**config.mk**
```make
export PLATFORM = sky130hd
export DESIGN_NAME = rtab_time_alarm
export DESIGN_NICKNAME = d
export VERILOG_FILES = /design/src/rtab_pkg.sv /design/src/rtab_tick_if.sv /design/src/rtab_prescaler.sv /design/src/rtab_time_alarm.sv
export SDC_FILE = /design/constraint.sdc
export NUM_CORES = 1
export LEC_CHECK = 0
export ABC_CLOCK_PERIOD_IN_PS = 7900
export BUFFER_PORTS_ARGS = -buffer_cell sky130_fd_sc_hd__buf_2
export CAP_MARGIN = 0
export CORE_MARGIN = 2
export CORE_UTILIZATION = 34
export CTS_CLUSTER_SIZE = 40
export DETAILED_ROUTE_END_ITERATION = 7
export HOLD_SLACK_MARGIN = 0.15
export PLACE_DENSITY = 0.52
export SLEW_MARGIN = 0
export SYNTH_ARGS = -nofsm -noshare
export SYNTH_HDL_FRONTEND = slang
export SYNTH_HIERARCHICAL = 1
export SYNTH_SLANG_ARGS = --single-unit
```
**constraint.sdc**
```tcl
create_clock -name i_clk -period 7.9 [get_ports i_clk]
set_clock_uncertainty 0.05 [all_clocks]
set_input_delay 1.185 -clock i_clk [delete_from_list [all_inputs] [get_ports i_clk]]
set_output_delay 1.185 -clock i_clk [all_outputs]
set_load 0.05 [all_outputs]
```
**src/rtab_pkg.sv**
```systemverilog
package rtab_pkg;

    // Register addresses on the control bus.
    localparam logic [5:0] ADDR_SCRATCH_B = 6'h11;
    localparam logic [5:0] ADDR_SCRATCH_C = 6'h12;
    localparam logic [5:0] ADDR_SCRATCH_D = 6'h13;
    localparam logic [5:0] ADDR_TIME_TRIM = 6'h14;
    localparam logic [5:0] ADDR_ALARM_DIS = 6'h15;

    // Word and field layout.
    localparam int DATA_W      = 24;
    localparam int SECS_W      = 17;
    localparam int SECS_LSB    = 0;
    localparam int TRIM_LSB    = 17;
    localparam int TRIM_W      = 5;
    localparam int MODE_LSB    = 22;
    localparam int MODE_W      = 2;
    localparam int STOP_BIT    = 23;
    localparam int SCRATCH_N   = 3;

    // Reset values.
    localparam logic [23:0] SCRATCH_RST = 24'h000000;
    localparam logic [16:0] SECS_RST    = 17'h00000;
    localparam logic [16:0] ALARM_RST   = 17'h1FFFF;
    localparam logic [4:0]  TRIM_RST    = 5'h00;
    localparam logic [1:0]  MODE_RST    = 2'h0;

    // Last second of a day before the counter wraps.
    localparam logic [16:0] SECS_LAST   = 17'h1517F;

    // Time base: 32768 ticks of the backup oscillator make one second.
    localparam int          TICKS_PER_SEC = 32768;
    localparam logic [15:0] TICK_LAST     = 16'h7FFF;

    // Calibration modes.
    typedef enum logic [1:0]
    {
        RTAB_TRIM_OFF  = 2'b00,
        RTAB_TRIM_ADD  = 2'b01,
        RTAB_TRIM_SUB  = 2'b10,
        RTAB_TRIM_RSVD = 2'b11
    } rtab_trim_e;

endpackage : rtab_pkg

```
**src/rtab_tick_if.sv**
```systemverilog
`timescale 1ns/10ps
// Link from the second prescaler to the counter logic.
interface rtab_tick_if;
    logic       tick_32k;
    logic       run;
    logic [4:0] trim_count;
    logic [1:0] trim_mode;
    logic       sec_pulse;

    modport master
    (
        input  tick_32k,
        input  run,
        input  trim_count,
        input  trim_mode,
        output sec_pulse
    );
    modport ctrl
    (
        output tick_32k,
        output run,
        output trim_count,
        output trim_mode,
        input  sec_pulse
    );
endinterface : rtab_tick_if

```
**src/rtab_prescaler.sv**
```systemverilog
`timescale 1ns/10ps
// Divides the 32 kHz tick down to one pulse per second, with trim.
module rtab_prescaler
(
    // Clock and backup reset.
    input  wire logic        i_clk,
    input  wire logic        i_nrst,
    // Tick link.
    rtab_tick_if.master      tick
);

    logic [15:0] ticks;
    logic [15:0] next_ticks;
    logic        pulse;
    logic        next_pulse;
    logic [15:0] last;

    // Trim moves the end of the count; this shifts each second by a few ticks.
    always_comb
    begin
        unique case (rtab_pkg::rtab_trim_e'(tick.trim_mode))
            rtab_pkg::RTAB_TRIM_ADD:  last = rtab_pkg::TICK_LAST + 16'(tick.trim_count);
            rtab_pkg::RTAB_TRIM_SUB:  last = rtab_pkg::TICK_LAST - 16'(tick.trim_count);
            rtab_pkg::RTAB_TRIM_OFF,
            rtab_pkg::RTAB_TRIM_RSVD: last = rtab_pkg::TICK_LAST;
        endcase
    end

    // Counting stops while the clock is stopped; the fraction is held.
    always_comb
    begin
        next_ticks = ticks;
        next_pulse = 1'b0;
        if (tick.run && tick.tick_32k)
        begin
            if (ticks >= last)
            begin
                next_ticks = 16'h0000;
                next_pulse = 1'b1;
            end
            else
            begin
                next_ticks = ticks + 16'h0001;
            end
        end
    end

    // Prescaler registers.
    always_ff @(posedge i_clk or negedge i_nrst)
    begin
        if (!i_nrst)
        begin
            ticks <= 16'h0000;
            pulse <= 1'b0;
        end
        else
        begin
            ticks <= next_ticks;
            pulse <= next_pulse;
        end
    end

    assign tick.sec_pulse = pulse;

endmodule : rtab_prescaler

```
**src/rtab_time_alarm.sv**
```systemverilog
`timescale 1ns/10ps
// What this block does
// - Register 0x11 is a 24-bit scratch word, cleared only by backup reset.
// - Register 0x12 is a 24-bit scratch word, cleared only by backup reset.
// - Register 0x13 is a 24-bit scratch word, cleared only by backup reset.
// - Register 0x14 bits 16..0 hold seconds of day, zero after backup reset.
// - Register 0x14 bits 21..17 hold the five-bit trim count, default zero.
// - Register 0x14 bits 23..22 hold the trim mode, default zero.
// - Register 0x15 bits 16..0 hold the alarm second, all ones after reset.
// - Global reset leaves all these registers unchanged.
module rtab_time_alarm
(
    // Clock and backup-domain power-on reset.
    input  wire logic        i_clk,
    input  wire logic        i_nrst,
    // Global reset of the rest of the device; no effect here.
    input  wire logic        i_global_reset,
    // Backup oscillator tick, one cycle per 32 kHz period.
    input  wire logic        i_tick_32k,
    // Register access from the serial control interface.
    input  wire logic        i_wr,
    input  wire logic        i_rd,
    input  wire logic [5:0]  i_addr,
    input  wire logic [23:0] i_wdata,
    // Read data, alarm event and run status.
    output logic [23:0]      o_rdata,
    output logic             o_rvalid,
    output logic             o_time_alarm,
    output logic             o_clock_running
);

    // Word shown on the read bus whenever no read is being answered.
    localparam logic [23:0] IDLE_WORD = 24'h000000;

    // Backup-domain state. Everything here survives the global reset, so a
    // host that restarts the rest of the device finds its time and notes intact.
    logic [23:0] scratch [rtab_pkg::SCRATCH_N];
    logic [23:0] next_scratch [rtab_pkg::SCRATCH_N];
    logic [16:0] seconds_of_day;
    logic [16:0] next_seconds_of_day;
    logic [4:0]  trim_count;
    logic [4:0]  next_trim_count;
    logic [1:0]  trim_mode;
    logic [1:0]  next_trim_mode;
    logic [16:0] seconds_alarm;
    logic [16:0] next_seconds_alarm;
    logic        clock_stop;
    logic        next_clock_stop;

    // Staging for the registered outputs; every output leaves from a flop so
    // the pins stay clean while the mux and the compare settle.
    logic [23:0] next_rdata;
    logic        next_rvalid;
    logic        next_alarm;
    logic        next_running;
    logic        sec_pulse;

    // Host view of the two clock words:
    //   time word  = {trim mode, trim count, seconds of day}
    //   alarm word = {clock stop, six zero bits, alarm second}
    rtab_tick_if tick ();

    // Prescaler link. The stop bit gates the prescaler itself, so the part
    // of a second already counted is kept and the clock resumes where it
    // stopped rather than starting a fresh second.
    assign tick.tick_32k   = i_tick_32k;
    assign tick.run        = ~clock_stop;
    assign tick.trim_count = trim_count;
    assign tick.trim_mode  = trim_mode;
    assign sec_pulse       = tick.sec_pulse;

    rtab_prescaler u_prescaler
    (
        .i_clk  (i_clk),
        .i_nrst (i_nrst),
        .tick   (tick.master)
    );

    // Scratch words; one slot per address, host write is the only source.
    // Nothing in the device reads them; they keep notes for software only,
    // which is why a single write port and no read side effects suffice.
    generate
        for (genvar g = 0; g < rtab_pkg::SCRATCH_N; g++)
        begin : g_scratch
            always_comb
            begin
                next_scratch[g] = scratch[g];
                if (i_wr && i_addr == rtab_pkg::ADDR_SCRATCH_B + 6'(g))
                begin
                    next_scratch[g] = i_wdata;
                end
            end

            // Only the backup reset clears them, never the global reset.
            always_ff @(posedge i_clk or negedge i_nrst)
            begin
                if (!i_nrst)
                begin
                    scratch[g] <= rtab_pkg::SCRATCH_RST;
                end
                else
                begin
                    scratch[g] <= next_scratch[g];
                end
            end
        end
    endgenerate

    // Time, trim and alarm fields. A host write to the time wins over a
    // second that elapses in the same cycle, so software sets exact values.
    always_comb
    begin
        next_seconds_of_day = seconds_of_day;
        next_trim_count     = trim_count;
        next_trim_mode      = trim_mode;
        next_seconds_alarm  = seconds_alarm;
        next_clock_stop     = clock_stop;
        // A pulse already in flight when the stop bit lands is dropped; the
        // prescaler freezes in the same cycle, so no more than that one is lost.
        if (sec_pulse && !clock_stop)
        begin
            // Compare with at-or-above so a value written past the end of the
            // day still wraps at the next second instead of running on.
            if (seconds_of_day >= rtab_pkg::SECS_LAST)
            begin
                next_seconds_of_day = rtab_pkg::SECS_RST;
            end
            else
            begin
                next_seconds_of_day = seconds_of_day + 17'h00001;
            end
        end
        if (i_wr && i_addr == rtab_pkg::ADDR_TIME_TRIM)
        begin
            next_seconds_of_day = i_wdata[rtab_pkg::SECS_LSB +: rtab_pkg::SECS_W];
            next_trim_count     = i_wdata[rtab_pkg::TRIM_LSB +: rtab_pkg::TRIM_W];
            next_trim_mode      = i_wdata[rtab_pkg::MODE_LSB +: rtab_pkg::MODE_W];
        end
        if (i_wr && i_addr == rtab_pkg::ADDR_ALARM_DIS)
        begin
            next_seconds_alarm = i_wdata[rtab_pkg::SECS_LSB +: rtab_pkg::SECS_W];
            next_clock_stop    = i_wdata[rtab_pkg::STOP_BIT];
        end
    end

    // Clock registers stay put under the global reset input.
    // Trim count and mode are plain storage here; the prescaler applies
    // them, so a new trim takes effect on the second already being counted.
    always_ff @(posedge i_clk or negedge i_nrst)
    begin
        if (!i_nrst)
        begin
            seconds_of_day <= rtab_pkg::SECS_RST;
            trim_count     <= rtab_pkg::TRIM_RST;
            trim_mode      <= rtab_pkg::MODE_RST;
            seconds_alarm  <= rtab_pkg::ALARM_RST;
            clock_stop     <= 1'b0;
        end
        else
        begin
            seconds_of_day <= next_seconds_of_day;
            trim_count     <= next_trim_count;
            trim_mode      <= next_trim_mode;
            seconds_alarm  <= next_seconds_alarm;
            clock_stop     <= next_clock_stop;
        end
    end

    // Read mux. Reads have no side effects, so the host may poll any word
    // as often as it likes; unmapped addresses answer with the idle word.
    always_comb
    begin
        next_rdata  = IDLE_WORD;
        next_rvalid = i_rd;
        if (i_rd)
        begin
            unique case (i_addr)
                rtab_pkg::ADDR_SCRATCH_B: next_rdata = scratch[0];
                rtab_pkg::ADDR_SCRATCH_C: next_rdata = scratch[1];
                rtab_pkg::ADDR_SCRATCH_D: next_rdata = scratch[2];
                rtab_pkg::ADDR_TIME_TRIM: next_rdata = {trim_mode, trim_count, seconds_of_day};
                rtab_pkg::ADDR_ALARM_DIS: next_rdata = {clock_stop, 6'h00, seconds_alarm};
                default:                  next_rdata = IDLE_WORD;
            endcase
        end
    end

    // Alarm event and run status. The alarm is a one-cycle event on the
    // second that brings the counter onto the alarm value, so it does not
    // repeat every cycle of that second. Writing the time onto the alarm
    // value raises nothing unless a second elapses in that same cycle, and
    // a freshly written alarm is compared from the next second on.
    always_comb
    begin
        next_alarm   = (sec_pulse && !clock_stop
                        && next_seconds_of_day == seconds_alarm);
        next_running = ~clock_stop;
    end

    // Output registers. All outputs read zero while the backup reset is
    // held, so the host sees no stale alarm when the domain powers up.
    always_ff @(posedge i_clk or negedge i_nrst)
    begin
        if (!i_nrst)
        begin
            o_rdata         <= 24'h000000;
            o_rvalid        <= 1'b0;
            o_time_alarm    <= 1'b0;
            o_clock_running <= 1'b0;
        end
        else
        begin
            o_rdata         <= next_rdata;
            o_rvalid        <= next_rvalid;
            o_time_alarm    <= next_alarm;
            o_clock_running <= next_running;
        end
    end

endmodule : rtab_time_alarm

```
# After elaboration in Yosys (flattened, before gate mapping)
# Index checks and enable logic that the tools add are counted.
# word_totals
regBits	158
wordCells	50
output_inout_bits	27
# classes
n_mux	9
bitwise_logic	1
add_sub_neg	4
n_eq_ne	9
magnitude_cmp	2
n_reduce_logical	11
# ops
op	count
24-bit case mux with 5 select lines	1
17-bit two-way mux	3
16-bit case mux with 3 select lines	1
6-bit by 5-bit == test with 1-bit output (second input constant)	5
24-bit two-way mux	1
17-bit by 1-bit adder with 17-bit output (second input constant)	1
17-bit == test	1
17-bit >= comparator (second input constant)	1
15-bit by 5-bit adder with 16-bit output (first input constant)	1
16-bit by 1-bit adder with 16-bit output (second input constant)	1
16-bit >= comparator	1
16-bit two-way mux	1
15-bit by 5-bit subtractor with 16-bit output (first input constant)	1
1-bit logical AND	8
2-bit == test (second input constant)	2
2-bit by 1-bit == test with 1-bit output (second input constant)	1
2-bit zero test	1
1-bit two-way mux	2
2-bit OR reduction	1
1-bit zero test	1
1-bit inverter	1

# Logic depth before layout (Yosys ltp)
# depth
ltp_word	6
mapped_depth	15
ltp_nobuf	13

# Modules after synthesis
# Netlist, hierarchy kept.
# modules_own_cells
module	cells_each	area_each_um2	instances	seq_area_each_um2
rtab_time_alarm	615	6751.5	1	3549.7
rtab_prescaler	169	1462.7	1	425.4

# Worst setup path before layout
# OpenSTA, ideal clock, no wires.
# synth_timing
kind	input-to-reg
startpoint	input i_addr[0]
endpoint	register o_time_alarm
arrival_ps	3265
setup_slack_ps	4489
stages	9
path_buffers	3
required_time_ps	7754
path_cell_list	clkbuf_1 or3b_1 nor3_2 clkbuf_1 clkbuf_1 o21ai_0 a221oi_1 o2111ai_1 nor4_2
# synth_via
elab_chain_cells	5
# synth_lines
element	line_no	rtl
start: declaration	rtab_time_alarm.sv:23	input wire logic [5:0] i_addr,
6-bit by 5-bit == test with 1-bit output	rtab_time_alarm.sv:133	if (i_wr && i_addr == rtab_pkg::ADDR_TIME_TRIM)
1-bit logical AND	rtab_time_alarm.sv:133	
17-bit two-way mux	rtab_time_alarm.sv:133	
17-bit == test	rtab_time_alarm.sv:196	&& next_seconds_of_day == seconds_alarm);
1-bit logical AND	rtab_time_alarm.sv:196	
named net next_alarm	rtab_time_alarm.sv:54	logic next_alarm;
end signal: assignment	rtab_time_alarm.sv:215	o_time_alarm <= next_alarm;
end: declaration	rtab_time_alarm.sv:28	output logic o_time_alarm,
# The timed path passes the listed nets, and every way through them passes these cells.
# A chain may end at the register's enable or synchronous reset.

# Worst setup path after layout
# layout_timing
startpoint	register trim_mode[1], in the netlist tick.trim_mode[1]
endpoint	register u_prescaler.ticks[12]
# layout_via
elab_chain_cells	5
# layout_lines
element	line_no	rtl
start: declaration	rtab_time_alarm.sv:43	logic [1:0] trim_mode;
start signal: assignment	rtab_time_alarm.sv:155	trim_mode <= rtab_pkg::MODE_RST;
start signal: assignment	rtab_time_alarm.sv:163	trim_mode <= next_trim_mode;
2-bit == test / 2-bit zero test (equally long branches)	rtab_prescaler.sv:21	unique case (rtab_pkg::rtab_trim_e'(tick.trim_mode))
2-bit OR reduction	rtab_prescaler.sv:21	
16-bit case mux with 3 select lines (*)	rtab_prescaler.sv:21	
16-bit >= comparator (*)	rtab_prescaler.sv:36	if (ticks >= last)
16-bit two-way mux (*)	rtab_prescaler.sv:36	
end signal: assignment	rtab_prescaler.sv:58	ticks <= next_ticks;
end: declaration	rtab_prescaler.sv:12	logic [15:0] ticks;
# Mark *: on every way between the ends. The rest lies on a longest branch, timed or not.

==> summary.md <==
| Metric | Value |
|---|---|
| Relative slew margins | 0.217 |
| Max-cap violations | 0 |
| DRC errors left | 0 |
| Initial Util | 0.348 |
| DRT antenna net count | 0 |
| Required time worst endpoint | 8.15 ns |
| Critical path arrival | 4.25 ns |
| N_diodes | 0 |
| Pre-CTS setup slack | 3.45 ns |
| Total GRT Usage | 0.170 |
| Register area share after synthesis | 0.484 |
| CP startpoint kind | flip-flop |
| Netlist Area Pre-Place | 8210 sq um |
| Share of the synthesized area in the top cell type | 0.430 |
| Die area | 25,400 sq um |
| Reg clk slew, reported paths | 0.06 ns |
| Worst-Margin Slew | 1.17 ns |
| Share of post-route cells with drive strength above 1 | 0.259 |
| Pin count of the biggest net entering global routing | 89 |
| Initial antenna violation count | 0 |
| CP max stage delay | 0.54 ns |
| Hold WC Path Type | reg -> reg |
| Crit. End Element | flip-flop |
| CP dominant cell by count | inv_1 |
| Postcts setup bufs | 0 |
| Final Cycle Share | 0.507 |
| Post-synth top cells | dfrtp_1 (141), nand2_1 (108), mux2_2 (80) |
| Final hold vios | 0 |
| Die W | 159 microns |
| Cell Rows | 56 |
| Vias in the first global route | 6,159 |
| RSZ-0062 raised after global routing | no |
| Synthesized area per cell | 10.5 sq um |
| TNS Setup | 0 ns |
| Inserted Clock Buffers | 17 |
| Post-synth EDFFs | 0 |
| Flops & latches, synth | 158 |
| Via density | 5.25 |
| Hold Buf Count CTS | 0 |
| H-tree levels | 4 |
| CTS tree | yes |
| 1st-pass router iterations | 5 |
| Top cell type by total area after synthesis | dfrtp_1 |
| Max Freq | 250 MHz |
| Asr flop ratio synth | 1.00 |
| Mapped Cells | 784 |
| WL final | 20,800 microns |
| Deepest clock path buffer count | 2 |
| Synth top area cells | dfrtp_1 (43%), mux2_2 (11%), dfstp_2 (5.4%) |
| # IOs | 63 |
| Root Buffer | clkbuf_16 |
| Crit-path max FO | 17 |
| Crit-path cells | inv_1 > ha_1 > inv_1 > a21oi_1 > inv_1 > ha_1 > nand3_1 > a211o_1 > a2111o_1 > nand4b_1 > o21bai_4 > nor2b_4 > nor2_1 |
| Global route overflow | 0 |
| Leakage | 4.23 nW |
| Cell with the most instances after synthesis | dfrtp_1 |
| Die height | 159 microns |
| Net total in the final layout | 883 |
| Crit Path Class | reg -> reg |
| Wirelength per Cell | 17.9 microns |
| Status | finished, final reports clean |
| Minimum clock period | 4.01 ns |
| VDD IR max | 151 uV |
| Main synth FF type | dfrtp_1 |
| PortBufs | 61 |
| Yosys warns | 6 |
| DR iter-0 viols | 516 |
| Final setup fails | 0 |
| Yosys cell types | 78 |
| Final worst slack | 3.89 ns |
| Core area | 23,600 sq um |
| Crit-path slowest cell | a21oi_1 |
| Detailed-route via count | 6,096 |
| Syn nets | 837 |
| Clk_lat worst skew | 0.42 ns |
| Global-route wire length before repair | 34,500 microns |
| Detail Placement HPWL | 13,800 microns |
| GP Congestion | 0.901 |
| Area delta synth->final | 15.0% |
| Power density cells | 236 nW/um^2 |
| Max-slew violations | 0 |
| Clock sink count | 158 |
| CTS resizes | 0 |
## cell type report
type / instances / area [sq um]
multi-input cells: 562 / 3980
inverters: 20 / 75.1
clock buffers: 21 / 440
clock inverters: 11 / 191
flip-flops and latches: 158 / 3980
repair buffers: 71 / 387
fillers: 2354 / 14200
well taps: 319 / 399
## flip-flops by register name, indices dropped and copies added, names as in the netlist, 2 cells and up
register           flops
scratch               72
u_prescaler/ticks     16
seconds_of_day        17
o_rdata               24
tick.trim_count        5
tick.trim_mode         2
seconds_alarm         17
## stage by stage
| step | cells | area [sq um] | hold slack (ns) | total power, mW | util |
|---|---|---|---|---|---|
| after floorplan | 784 | 8210 | 0.400 | 1.24 | - |
| after global placement | 1130 | 8810 | 0.410 | 1.34 | 0.373 |
| after detailed placement | 1130 | 8810 | 0.421 | 1.34 | 0.373 |
| after CTS | 1162 | 9440 | 0.434 | 2.25 | 0.400 |
| after global routing | 1162 | 9440 | 0.457 | 2.35 | 0.400 |
| final | 1162 | 9440 | 0.431 | 2.23 | 0.400 |
## worst paths after layout
check / startpoint / to / slack [ns] / depth (start not counted)
worst max-delay path: tick.trim_mode[1]$_DFFE_PN0P_ / u_prescaler/ticks[12]$_DFFE_PN0P_ / 3.89 / 13
min in group asynchronous: i_nrst / u_prescaler/ticks[10]$_DFFE_PN0P_ / 0.79 / 1
worst min register to register: scratch[28]$_DFFE_PN0P_ / scratch[28]$_DFFE_PN0P_ / 0.43 / 2
max in group asynchronous: i_nrst / seconds_of_day[11]$_DFF_PN0_ / 5.60 / 2
worst min-delay path: scratch[28]$_DFFE_PN0P_ / scratch[28]$_DFFE_PN0P_ / 0.43 / 2
worst max register to register: tick.trim_mode[1]$_DFFE_PN0P_ / u_prescaler/ticks[12]$_DFFE_PN0P_ / 3.89 / 13
## cells by family after synthesis
kind of cell / synth area share
AO/OA/AOI/OAI: 0.131
XOR/XNOR: 0.0384
adder cells (fa/ha/maj): 0.0271
buffers and inverters: 0.0337
flip-flops: 0.484
multiplexers: 0.136
AND/OR/NAND/NOR: 0.150
## where the power goes
group,internal (mW),switching (mW),leakage [nW]
clock,0.562,0.335,0.309
sequential,0.910,0.0897,2.02
combinational,0.157,0.175,1.90
## critical path, delay by kind of cell (launching register included)
kind | cells | cell delay (ns)
AND/OR/NAND/NOR | 4 | 0.71
buffers and inverters | 3 | 0.42
AO/OA/AOI/OAI | 4 | 1.40
flip-flops | 1 | 0.42
adder cells (fa/ha/maj) | 2 | 0.85
## placed cells by master (no fill, tap or decap), drive strengths merged, types with 19 or more instances in the layout
cell / instances
o21ai: 30
a21oi: 42
buf: 71
inv: 20
clkbuf: 21
nand2: 108
xnor2: 19
mux2: 80
a221oi: 21
mux2i: 22
dfrtp: 141
nor2: 57
## layer usage
| metal | global-route usage | up-vias | share of wire |
|---|---|---|---|
| met5 | 0 | - | 0 |
| met4 | 0.0376 | 0 | 0.0068 |
| met3 | 0.0331 | 8 | 0.034 |
| met2 | 0.267 | 114 | 0.46 |
| met1 | 0.243 | 3038 | 0.50 |
| li1 | - | 2936 | - |
Power figures use the tool's default switching activity.
